[src/pp_lsa_pkg.sv]
/*
 * Constants, opcodes and enumerations for the peripheral processor
 * load, store and add unit.
 * Assumes a 12-bit processor memory word and an 18-bit accumulator.
 */
`default_nettype none

package pp_lsa_pkg;

    localparam int WORD_W   = 12;
    localparam int ACC_W    = 18;
    localparam int D_W      = 6;
    localparam int OPC_W    = 6;
    localparam int REL_W    = 22;
    localparam int REL_HI_W = 10;

    // Field positions inside an instruction word.
    localparam int OPC_LSB  = 6;
    localparam int D_LSB    = 0;
    localparam int ZERO_LSB = 12;

    // Reset values.
    localparam logic [ACC_W-1:0]  ACC_RST  = 18'h00000;
    localparam logic [REL_W-1:0]  REL_RST  = 22'h000000;
    localparam logic [WORD_W-1:0] WORD_RST = 12'h000;

    // Opcodes, two octal digits each.
    localparam logic [5:0] OP_LOAD_SHORT_IMMEDIATE = 6'h0C; // 14
    localparam logic [5:0] OP_LOAD_COMPLEMENTED_IMMEDIATE = 6'h0D; // 15
    localparam logic [5:0] OP_SUM_SHORT_IMMEDIATE  = 6'h0E; // 16
    localparam logic [5:0] OP_MINUS_SHORT_IMMEDIATE = 6'h0F; // 17
    localparam logic [5:0] OP_LOAD_LONG_IMMEDIATE  = 6'h10; // 20
    localparam logic [5:0] OP_SUM_LONG_IMMEDIATE   = 6'h11; // 21
    localparam logic [5:0] OP_LOAD_RELOCATION      = 6'h14; // 24
    localparam logic [5:0] OP_SAVE_RELOCATION      = 6'h15; // 25
    localparam logic [5:0] OP_LOAD_DIRECT          = 6'h18; // 30
    localparam logic [5:0] OP_SUM_DIRECT           = 6'h19; // 31
    localparam logic [5:0] OP_MINUS_DIRECT         = 6'h1A; // 32
    localparam logic [5:0] OP_WRITE_DIRECT         = 6'h1C; // 34
    localparam logic [5:0] OP_LOAD_INDIRECT        = 6'h20; // 40
    localparam logic [5:0] OP_SUM_INDIRECT         = 6'h21; // 41
    localparam logic [5:0] OP_MINUS_INDIRECT       = 6'h22; // 42
    localparam logic [5:0] OP_WRITE_INDIRECT       = 6'h24; // 44
    localparam logic [5:0] OP_LOAD_INDEXED         = 6'h28; // 50
    localparam logic [5:0] OP_SUM_INDEXED          = 6'h29; // 51
    localparam logic [5:0] OP_MINUS_INDEXED        = 6'h2A; // 52
    localparam logic [5:0] OP_WRITE_INDEXED        = 6'h2C; // 54

    typedef enum logic [2:0] {
        AM_BAD  = 3'b000,
        AM_IMM  = 3'b001,
        AM_LONG = 3'b010,
        AM_DIR  = 3'b011,
        AM_IND  = 3'b100,
        AM_IDX  = 3'b101,
        AM_REL  = 3'b110
    } amode_t;

    typedef enum logic [2:0] {
        ALU_NONE  = 3'b000,
        ALU_LOAD  = 3'b001,
        ALU_LOADC = 3'b010,
        ALU_ADD   = 3'b011,
        ALU_SUB   = 3'b100,
        ALU_STORE = 3'b101
    } alu_op_t;

    typedef enum logic [2:0] {
        ST_IDLE  = 3'b000,
        ST_RD_M  = 3'b001,
        ST_RD_D  = 3'b010,
        ST_RD_D1 = 3'b011,
        ST_RD_OP = 3'b100,
        ST_WR    = 3'b101,
        ST_WR_D1 = 3'b110
    } ctl_state_t;

endpackage

`default_nettype wire

[src/pp_load_store_add_unit.sv]
/*
 * Load, store and add/subtract execution unit of a peripheral processor:
 * accumulator, relocation register and the memory sequencing they need.
 * Assumes the core hands over one instruction word with a start pulse
 * and a memory that answers each request with an acknowledge, read data
 * valid in the acknowledge cycle.
 */
`timescale 1ns/1ps
`default_nettype none

module pp_load_store_add_unit
    import pp_lsa_pkg::*;
#(
    parameter int MEM_W = WORD_W
)
(
    input  wire logic               mclk,
    input  wire logic               sys_rst,
    input  wire logic               start,
    input  wire logic [15:0]        instr,
    input  wire logic [WORD_W-1:0]  p_addr,
    input  wire logic               acc_wr_en,
    input  wire logic [ACC_W-1:0]   acc_wr_data,
    output logic                    busy,
    output logic                    done,
    output logic                    bad_op,
    output logic [ACC_W-1:0]        acc,
    output logic [27:0]             reloc,
    output logic                    mem_req,
    output logic                    mem_we,
    output logic [WORD_W-1:0]       mem_addr,
    output logic [WORD_W-1:0]       mem_wdata,
    input  wire logic [WORD_W-1:0]  mem_rdata,
    input  wire logic               mem_ack
);

    // The datapath widths are tied to the instruction format.
    if (MEM_W != WORD_W) begin : g_width_check
        $error("pp_load_store_add_unit: MEM_W must equal 12");
    end

    ctl_state_t         state_q;
    ctl_state_t         state_d;
    logic [11:0]        instr_q;
    logic [11:0]        instr_d;
    logic [ACC_W-1:0]   acc_q;
    logic [ACC_W-1:0]   acc_d;
    logic [REL_W-1:0]   rel_q;
    logic [REL_W-1:0]   rel_d;
    logic [WORD_W-1:0]  m_q;
    logic [WORD_W-1:0]  m_d;
    logic [WORD_W-1:0]  addr_q;
    logic [WORD_W-1:0]  addr_d;
    logic [WORD_W-1:0]  wdata_q;
    logic [WORD_W-1:0]  wdata_d;
    logic               done_q;
    logic               done_d;
    logic               bad_q;
    logic               bad_d;

    logic [OPC_W-1:0]   cur_op;
    logic [D_W-1:0]     cur_d;
    amode_t             cur_mode;
    alu_op_t            cur_alu;
    logic [WORD_W-1:0]  d_addr;

    // Addressing mode of an opcode.
    function automatic amode_t op_mode(input logic [OPC_W-1:0] op);
        amode_t r;
        r = AM_BAD;
        case (op)
            OP_LOAD_SHORT_IMMEDIATE,
            OP_LOAD_COMPLEMENTED_IMMEDIATE,
            OP_SUM_SHORT_IMMEDIATE,
            OP_MINUS_SHORT_IMMEDIATE:       r = AM_IMM;
            OP_LOAD_LONG_IMMEDIATE,
            OP_SUM_LONG_IMMEDIATE:          r = AM_LONG;
            OP_LOAD_RELOCATION,
            OP_SAVE_RELOCATION:             r = AM_REL;
            OP_LOAD_DIRECT,
            OP_SUM_DIRECT,
            OP_MINUS_DIRECT,
            OP_WRITE_DIRECT:                r = AM_DIR;
            OP_LOAD_INDIRECT,
            OP_SUM_INDIRECT,
            OP_MINUS_INDIRECT,
            OP_WRITE_INDIRECT:              r = AM_IND;
            OP_LOAD_INDEXED,
            OP_SUM_INDEXED,
            OP_MINUS_INDEXED,
            OP_WRITE_INDEXED:               r = AM_IDX;
            default:                        r = AM_BAD;
        endcase
        return r;
    endfunction

    // Accumulator operation of an opcode.
    function automatic alu_op_t op_alu(input logic [OPC_W-1:0] op);
        alu_op_t r;
        r = ALU_NONE;
        case (op)
            OP_LOAD_SHORT_IMMEDIATE,
            OP_LOAD_LONG_IMMEDIATE,
            OP_LOAD_DIRECT,
            OP_LOAD_INDIRECT,
            OP_LOAD_INDEXED:                r = ALU_LOAD;
            OP_LOAD_COMPLEMENTED_IMMEDIATE: r = ALU_LOADC;
            OP_SUM_SHORT_IMMEDIATE,
            OP_SUM_LONG_IMMEDIATE,
            OP_SUM_DIRECT,
            OP_SUM_INDIRECT,
            OP_SUM_INDEXED:                 r = ALU_ADD;
            OP_MINUS_SHORT_IMMEDIATE,
            OP_MINUS_DIRECT,
            OP_MINUS_INDIRECT,
            OP_MINUS_INDEXED:               r = ALU_SUB;
            OP_WRITE_DIRECT,
            OP_WRITE_INDIRECT,
            OP_WRITE_INDEXED,
            OP_SAVE_RELOCATION:             r = ALU_STORE;
            default:                        r = ALU_NONE;
        endcase
        return r;
    endfunction

    // One's-complement sum with end-around carry.
    function automatic logic [ACC_W-1:0] oc_add(
        input logic [ACC_W-1:0] a,
        input logic [ACC_W-1:0] b
    );
        logic [ACC_W:0] s;
        s = {1'b0, a} + {1'b0, b};
        return s[ACC_W-1:0] + {{(ACC_W-1){1'b0}}, s[ACC_W]};
    endfunction

    // New accumulator value; every operand arrives already extended.
    function automatic logic [ACC_W-1:0] alu(
        input alu_op_t          k,
        input logic [ACC_W-1:0] a,
        input logic [ACC_W-1:0] b
    );
        logic [ACC_W-1:0] r;
        r = a;
        case (k)
            ALU_LOAD:  r = b;
            ALU_LOADC: r = ~b;
            ALU_ADD:   r = oc_add(a, b);
            ALU_SUB:   r = oc_add(a, ~b);
            default:   r = a;
        endcase
        return r;
    endfunction

    // The upper four bits are ignored; software keeps them clear.
    assign cur_op   = (state_q == ST_IDLE) ? instr[11:OPC_LSB]
                                           : instr_q[11:OPC_LSB];
    assign cur_d    = (state_q == ST_IDLE) ? instr[D_W-1:D_LSB]
                                           : instr_q[D_W-1:D_LSB];
    assign cur_mode = op_mode(cur_op);
    assign cur_alu  = op_alu(cur_op);
    assign d_addr   = {{(WORD_W-D_W){1'b0}}, cur_d};

    always_comb
    begin
        state_d = state_q;
        instr_d = instr_q;
        acc_d   = acc_q;
        rel_d   = rel_q;
        m_d     = m_q;
        addr_d  = addr_q;
        wdata_d = wdata_q;
        done_d  = 1'b0;
        bad_d   = 1'b0;
        case (state_q)
            ST_IDLE:
            begin
                if (acc_wr_en)
                begin
                    acc_d = acc_wr_data;
                end
                if (start)
                begin
                    instr_d = instr[11:0];
                    wdata_d = acc_q[WORD_W-1:0];
                    case (cur_mode)
                        AM_IMM:
                        begin
                            acc_d  = alu(cur_alu, acc_q,
                                         {{(ACC_W-D_W){1'b0}}, cur_d});
                            done_d = 1'b1;
                        end
                        AM_LONG, AM_IDX:
                        begin
                            addr_d  = p_addr + 12'h001;
                            state_d = ST_RD_M;
                        end
                        AM_DIR:
                        begin
                            addr_d  = d_addr;
                            state_d = (cur_alu == ALU_STORE) ? ST_WR
                                                             : ST_RD_OP;
                        end
                        AM_IND:
                        begin
                            addr_d  = d_addr;
                            state_d = ST_RD_D;
                        end
                        AM_REL:
                        begin
                            // A zero d turns both relocation moves into a pass.
                            if (cur_d == 6'h00)
                            begin
                                done_d = 1'b1;
                            end
                            else if (cur_alu == ALU_STORE)
                            begin
                                addr_d  = d_addr;
                                wdata_d = {2'h0, rel_q[REL_W-1:WORD_W]};
                                state_d = ST_WR;
                            end
                            else
                            begin
                                addr_d  = d_addr;
                                state_d = ST_RD_D;
                            end
                        end
                        default:
                        begin
                            done_d = 1'b1;
                            bad_d  = 1'b1;
                        end
                    endcase
                end
            end
            ST_RD_M:
            begin
                if (mem_ack)
                begin
                    m_d = mem_rdata;
                    if (cur_mode == AM_LONG)
                    begin
                        acc_d   = alu(cur_alu, acc_q,
                                      {cur_d, mem_rdata});
                        done_d  = 1'b1;
                        state_d = ST_IDLE;
                    end
                    else if (cur_d == 6'h00)
                    begin
                        addr_d  = mem_rdata;
                        state_d = (cur_alu == ALU_STORE) ? ST_WR : ST_RD_OP;
                    end
                    else
                    begin
                        addr_d  = d_addr;
                        state_d = ST_RD_D;
                    end
                end
            end
            ST_RD_D:
            begin
                if (mem_ack)
                begin
                    case (cur_mode)
                        AM_REL:
                        begin
                            rel_d[REL_W-1:WORD_W] =
                                mem_rdata[REL_HI_W-1:0];
                            addr_d  = addr_q + 12'h001;
                            state_d = ST_RD_D1;
                        end
                        AM_IDX:
                        begin
                            // The index sum wraps within the memory space.
                            addr_d  = m_q + mem_rdata;
                            state_d = (cur_alu == ALU_STORE) ? ST_WR
                                                             : ST_RD_OP;
                        end
                        default:
                        begin
                            addr_d  = mem_rdata;
                            state_d = (cur_alu == ALU_STORE) ? ST_WR
                                                             : ST_RD_OP;
                        end
                    endcase
                end
            end
            ST_RD_D1:
            begin
                if (mem_ack)
                begin
                    rel_d[WORD_W-1:0] = mem_rdata;
                    done_d  = 1'b1;
                    state_d = ST_IDLE;
                end
            end
            ST_RD_OP:
            begin
                if (mem_ack)
                begin
                    acc_d   = alu(cur_alu, acc_q,
                                  {{(ACC_W-WORD_W){1'b0}}, mem_rdata});
                    done_d  = 1'b1;
                    state_d = ST_IDLE;
                end
            end
            ST_WR:
            begin
                if (mem_ack)
                begin
                    if (cur_mode == AM_REL)
                    begin
                        addr_d  = addr_q + 12'h001;
                        wdata_d = rel_q[WORD_W-1:0];
                        state_d = ST_WR_D1;
                    end
                    else
                    begin
                        done_d  = 1'b1;
                        state_d = ST_IDLE;
                    end
                end
            end
            ST_WR_D1:
            begin
                if (mem_ack)
                begin
                    done_d  = 1'b1;
                    state_d = ST_IDLE;
                end
            end
            default:
            begin
                state_d = ST_IDLE;
            end
        endcase
    end

    always_ff @(posedge mclk)
    begin
        if (sys_rst)
        begin
            state_q <= ST_IDLE;
            instr_q <= WORD_RST;
            done_q  <= 1'b0;
            bad_q   <= 1'b0;
        end
        else
        begin
            state_q <= state_d;
            instr_q <= instr_d;
            done_q  <= done_d;
            bad_q   <= bad_d;
        end
    end

    always_ff @(posedge mclk)
    begin
        if (sys_rst)
        begin
            acc_q <= ACC_RST;
            rel_q <= REL_RST;
        end
        else
        begin
            acc_q <= acc_d;
            rel_q <= rel_d;
        end
    end

    always_ff @(posedge mclk)
    begin
        if (sys_rst)
        begin
            m_q     <= WORD_RST;
            addr_q  <= WORD_RST;
            wdata_q <= WORD_RST;
        end
        else
        begin
            m_q     <= m_d;
            addr_q  <= addr_d;
            wdata_q <= wdata_d;
        end
    end

    assign busy      = (state_q != ST_IDLE);
    assign mem_req   = (state_q != ST_IDLE);
    assign mem_we    = (state_q == ST_WR) || (state_q == ST_WR_D1);
    assign mem_addr  = addr_q;
    assign mem_wdata = wdata_q;
    assign done      = done_q;
    assign bad_op    = bad_q;
    assign acc       = acc_q;
    assign reloc     = {rel_q, 6'h00};

endmodule // pp_load_store_add_unit

`default_nettype wire

[config.mk]
export PLATFORM = sky130hd
export DESIGN_NAME = pp_load_store_add_unit
export DESIGN_NICKNAME = d
export VERILOG_FILES = /design/src/pp_lsa_pkg.sv /design/src/pp_load_store_add_unit.sv
export SDC_FILE = /design/constraint.sdc
export NUM_CORES = 1
export LEC_CHECK = 0
export BUFFER_PORTS_ARGS = -buffer_cell sky130_fd_sc_hd__buf_2
export CAP_MARGIN = 20
export CORE_MARGIN = 2
export CORE_UTILIZATION = 40
export DETAILED_ROUTE_END_ITERATION = 8
export PLACE_DENSITY = 0.55
export SLEW_MARGIN = 15
export SYNTH_ARGS = -nofsm -noshare
export SYNTH_HDL_FRONTEND = slang
export SYNTH_SLANG_ARGS = --single-unit
[constraint.sdc]
create_clock -name mclk -period 10.55 [get_ports mclk]
set_clock_uncertainty 0.15 [all_clocks]
set_input_delay 0.5275 -clock mclk [delete_from_list [all_inputs] [get_ports mclk]]
set_output_delay 0.5275 -clock mclk [all_outputs]
set_load 0.01 [all_outputs]
; ---- After elaboration in Yosys (flattened, before gate mapping)
; Memory sizes are Yosys's and may differ from the RTL's.
; Cells that the tools add are included.
[totals]
register_bits = 93
rom_bits = 384
out_inout_bits = 75
wordCells = 139
mem_count = 2
[mem_list]
columns = name, words, width, read_ports, rd_ports_with_merged_regs, write_ports, line_no
row1 = (no name shown), 64, 3, 1, 0, 0, pp_load_store_add_unit.sv:101  ; case (op)
row2 = (no name shown), 64, 3, 1, 0, 0, pp_load_store_add_unit.sv:71  ; case (op)
[op_classes]
addsub = 15
eq_ne = 32
muxes = 54
bitwise = 5
n_reduce_logical = 21
[ops]
columns = operator, count
row1 = case mux 18 bit (4 select lines), 3
row2 = two-way mux 12 bit, 14
row3 = adder 18 x 1 -> 18 bit, 6
row4 = two-way mux 18 bit, 6
row5 = adder 18 x 18 -> 19 bit, 4
row6 = case mux 18 bit (3 select lines), 1
row7 = case mux 12 bit (2 select lines), 2
row8 = case mux 12 bit (4 select lines), 1
row9 = case mux 12 bit (3 select lines), 1
row10 = two-way mux 3 bit, 11
row11 = adder 12 x 1 -> 12 bit (second input constant), 2
row12 = equality test 3 bit (second input constant), 8
row13 = adder 18 x 12 -> 19 bit, 1
row14 = adder 18 x 6 -> 19 bit, 1
row15 = equality test 3 x 2 -> 1 bit (second input constant), 6
row16 = NOT 12 -> 18 bit, 1
row17 = NOT 18 bit, 1
row18 = NOT 6 -> 18 bit, 1
row19 = inequality test 2 bit (second input constant), 8
row20 = case mux 3 bit (5 select lines), 1
row21 = AND reduction 7 bit, 2
row22 = adder 12 bit, 1
row23 = two-way mux 6 bit, 2
row24 = case mux 3 bit (4 select lines), 1
row25 = other kinds (25), 42

; ---- Logic depth before layout (Yosys ltp)
[depth]
word_depth = 9
depth_mapped = 23

; ---- Worst setup path before layout
; Ideal clock, no wire load.
[synth_timing]
path_type = register to register
start = reg state_q[1]
end = reg acc_q[16], in the netlist acc[16]
setup_time_ns = 0.091
arrival_ns = 5.034
required_time_ns = 10.309
setup_slack_ns = 5.275
path_stages_with_launch = 22
path_buffers = 3
path_cell_list = dfxtp_1 > buf_2 > nor3_2 > buf_2 > mux2_2 > ha_1 > clkbuf_1 > nand2_1 > o311a_1 > a21boi_0 > o21ai_0 > nand2b_1 > ha_1 > ha_1 > nand2_1 > a2111oi_0 > nand3_1 > nor4_1 > or4b_1 > a21oi_1 > o31ai_1 > a311oi_1
[synth_between]
elab_chain_len = 9
word_cells_on_any_way = 40
classes_between = add/sub (8) / eq/ne (14) / mux (11) / bitwise (2) / reduce/logical (3) / memory (2)
[synth_rtl]
columns = element, line_no
row1 = from (decl), pp_load_store_add_unit.sv:42  ; ctl_state_t state_q;
row2 = from (signal assigned), pp_load_store_add_unit.sv:349  ; state_q <= state_d;
row3 = logical NOT 3 bit, "pp_load_store_add_unit.sv:155, pp_load_store_add_unit.sv:157, pp_load_store_add_unit.sv:174"
row4 = two-way mux 6 bit, pp_load_store_add_unit.sv:157  ; assign cur_d = (state_q == ST_IDLE) ? instr[D_W-1:D_LSB]
row5 = NOT 18 bit or NOT 6 -> 18 bit (tied branches), "pp_load_store_add_unit.sv:146, pp_load_store_add_unit.sv:148"
row6 = adder 18 x 18 -> 19 bit, pp_load_store_add_unit.sv:132  ; s = {1'b0, a} + {1'b0, b};
row7 = adder 18 x 1 -> 18 bit, pp_load_store_add_unit.sv:133  ; return s[ACC_W-1:0] + {{(ACC_W-1){1'b0}}, s[ACC_W]};
row8 = case mux 18 bit (4 select lines), pp_load_store_add_unit.sv:144  ; case (k)
row9 = "two-way mux 18 bit, on equally long branches", "pp_load_store_add_unit.sv:240, pp_load_store_add_unit.sv:185"
row10 = "two-way mux 18 bit, on equally long branches", "pp_load_store_add_unit.sv:237, pp_load_store_add_unit.sv:181"
row11 = case mux 18 bit (3 select lines), pp_load_store_add_unit.sv:174  ; case (state_q)
row12 = to (signal assigned), pp_load_store_add_unit.sv:360  ; acc_q <= ACC_RST;
row13 = to (signal assigned), pp_load_store_add_unit.sv:365  ; acc_q <= acc_d;
row14 = to (decl), pp_load_store_add_unit.sv:46  ; logic [ACC_W-1:0] acc_q;
; Several ways; a longest one is shown, not always the timed one. The select of a mux whose other input is x is not followed.
; A chain may end at the register's enable or synchronous reset.

; ---- Worst setup path after layout
[layout_timing]
start = reg state_q[2]
end = reg acc_q[16], in the netlist acc[16]
; Same word-level chain as after synthesis.

==> summary.md <==
| Metric | Value |
|---|---|
| Status | finished, final reports clean |
| Post-synth top area share | 14.8% |
| Total power | between 4 and 5 mW |
| DRC violations left | 0 |
| Area added between synthesis and finish | 9.88% |
| Cell breakdown of the critical path | nor3_2, buf_4, mux2_2, ha_1, nand2_1, o311a_1, a21boi_0, o21ai_0, nand2b_1, ha_1, ha_1, nand2_1, a2111oi_0, nand3_1, nor4_1, or4b_1, a21oi_1, o31ai_1, a311oi_1 |
| Worst setup SP type | register |
| Io pins | about 140 |
| CTS root buffer | clkbuf_16 |
| Req. time, crit path | roughly 11,000 ps |
| EDFF count, synth | 0 |
| Hold_sp | instr[0] |
| Number of antenna violations at the first check in global routing | 1 |
| Most used DFF post-synth | dfxtp_1 |
| Gr ovfl total | 0 |
| Die area | ~33,000 um2 |
| LEAKAGE | around 5.5 nW |
| VDD IR max | around 170 uV |
| Hpwl dp | 38,300 um |
| Most frequent cell after synthesis | nand2_1 |
| Max stage delay on crit path | about 730 ps |
| Synth unique cells | 94 |
| Hold path cells | 3 |
| Die height | roughly 180 um |
| Hold_buf cts | 0 |
| Syn_area_per_cell | a little over 7 um2 |
| Area of the mapped netlist | 12,600 um2 |
| Port-buffer cells | 127 |
| Final setup fails | 0 |
| Worst setup EP type | register |
| Fin nets | 1,983 |
| Die W | about 180 um |
| Drt total wl | between 50,000 and 60,000 um |
| R2R Path Start | state_q[2]$_SDFFE_PP0P_ |
| Postcts setup bufs | 0 |
| Vias per cell | ~6.3 |
| Top cell by count, worst path | ha_1 |
| Vias in the first global route | about 13,000 |
| Slew Viols, Final | 0 |
| DR vias | 14,002 |
| Total GRT Usage | between 20 and 30% |
| Worst skew pair latency | 390 ps |
| Critical path class | reg2reg |
| Yosys warns | 0 |
| Setup TNS | 0 ps |
| Global-route wire length before repair | between 70,000 and 80,000 um |
| TritonCTS Buffers | 9 |
| Post_cts resized | 0 |
| Final hold viol count | 0 |
| DRT iter0 DRCs | between 1,000 and 1,500 |
| Clk slew on worst S/H paths | 90 ps |
| Htree depth | 3 |
| Sink Count | 93 |
| Cell count after synthesis | roughly 1,800 |
| Finished Core Util | between 40 and 50% |
| Min Clock Period, post-route | ~7000 ps |
| R2R cell count | 19 |
| R2R setup slack | approximately 3600 ps |
| Asr flop ratio synth | 0% |
| CP max FO | 24 |
| Seq/Total Area, Yosys | 14.8% |
| Initial core utilization | between 40% and 50% |
| Post-route ant nets | 0 |
| WL met3 | 4330 um |
| Layout cell share with drive strength beyond 1 | about an eighth |
| Met2 WL post-DR | 21,100 um |
| Slew HR | around 28% |
| Wl on met1 | between 20,000 and 25,000 um |
| RSZ-0062 raised after global routing | false |
| Max Cap Viol | 0 |
| CTS tree | built |
| Worst Path Arrival | between 7000 and 8000 ps |
| Flop and latch count out of synthesis | 93 |
| Wire per inst | ~23 um |
| Bufs on Longest Clock Path | 2 |
| Most area-consuming cells after synthesis | dfxtp_1 15%, xnor2_1 8.2%, ha_1 7.9% |
| Core area | around 30,000 um2 |
| TritonRoute pass-1 iters | 7 |
| RD Place Congestion | 0.981 |
| Cell Rows | 64 |
| Power per cell area | around 320 nW/um2 |
| Hold EP | instr_q[0]$_SDFFE_PP0P_ |
| RR Endpoint | acc[16]$_SDFFE_PP0P_ |
| Largest net degree at the start of global routing | 86 |
| Commonest cells in the netlist | 197 x nand2_1, 179 x nor2_1, 163 x a21oi_1 |
| Slowest CP cell | nor4_1 |
| Top Layer Used | met4 |
| Worst slew pin tran | 1080 ps |
| Fmax | roughly 140 MHz |
| Hold Crit Class | in2reg |
| Fin crit share | around 66% |
| Synth area leader | dfxtp_1 |
-- critical path, delay by kind of cell (launching register included) --
kind | cells | cell delay, ps
buf+inv | 1 | 340
mux | 1 | 530
simple gates | 7 | 2370
flops | 1 | 590
fa+ha+maj | 3 | 930
compound gates | 7 | 1910
-- sequential cells by signal, summed over array words and instances (netlist names) --
register,flops
acc,18
bad_op,1
done,1
instr_q,12
m_q,12
mem_addr,12
mem_wdata,12
rel_q,22
state_q,3
-- stage by stage --
stage | hold slack [ps] | worst slack (ps) | instance area (um2) | instances
global placement | 291 | 3850 | 13500 | 2221
finish | 239 | 3600 | 13800 | 2238
CTS | 231 | 3830 | 13800 | 2237
detailed placement | 304 | 3870 | 13500 | 2221
global route | 253 | 3200 | 13800 | 2238
floorplan | 284 | 5270 | 12600 | 1774
-- placed cells by master, fill, tap and decap left out, drive strengths merged, types with 13 or more instances in the layout --
master / instances
nand3: 52
a21oi: 163
and3: 20
o211ai: 17
ha: 79
nor2: 180
a21o: 15
xnor2: 117
o22ai: 33
or2: 13
dfxtp: 93
a221oi: 25
o21ai: 77
a2111oi: 13
a22oi: 13
a211oi: 38
nor3: 56
o221ai: 13
mux2i: 49
o31ai: 18
xor2: 50
nand2b: 17
nor2b: 16
nand2: 198
or3: 15
buf: 162
inv: 62
nor4: 22
a22o: 13
-- worst max path at each step --
stage                                       start              endpoint  slack, ps  cells after the start
after floorplan           state_q[1]$_SDFFE_PP0P_  acc[16]$_SDFFE_PP0P_       5270                     21
after global placement               mem_rdata[8]  acc[16]$_SDFFE_PP0P_       3850                     21
after detailed placement             mem_rdata[8]  acc[16]$_SDFFE_PP0P_       3870                     21
after CTS                 state_q[2]$_SDFFE_PP0P_  acc[16]$_SDFFE_PP0P_       3830                     19
after global routing      state_q[2]$_SDFFE_PP0P_  acc[16]$_SDFFE_PP0P_       3200                     19
final                     state_q[2]$_SDFFE_PP0P_  acc[16]$_SDFFE_PP0P_       3600                     19
-- cell type report --
class,instances,area [um2]
tap,396,495
timing repair buffer,162,898
clock inverter,6,53.8
clock buffer,10,239
fill,3293,17000
antenna,1,2.50
inverter,61,229
multi-input combinational,1509,10000
sequential,93,1860
-- layer usage --
layer / vias up / global-route usage, %
met1: 6613 / 43.0
li1: 6648 / -
met5: - / 0
met4: 0 / 11.5
met2: 652 / 44.4
met3: 89 / 4.82
-- where the power goes --
group          switching [mW]  internal [mW]
clock network           0.177          0.171
registers               0.136          0.430
logic                    2.25           1.22
-- cell families (layout without fill, tap and decap cells) --
logic type | Yosys count | count (layout) | share of synthesized area (%)
flip-flops | 93 | 93 | 14.8
multiplexers | 54 | 54 | 4.35
AO/OA/AOI/OAI | 542 | 542 | 29.2
other | 1 | 7 | 0.0299
adder cells (fa/ha/maj) | 85 | 85 | 8.75
buffers and inverters | 172 | 239 | 5.66
XOR/XNOR | 167 | 167 | 11.6
AND/OR/NAND/NOR | 655 | 655 | 25.6
(Power assumes the default switching activity.)
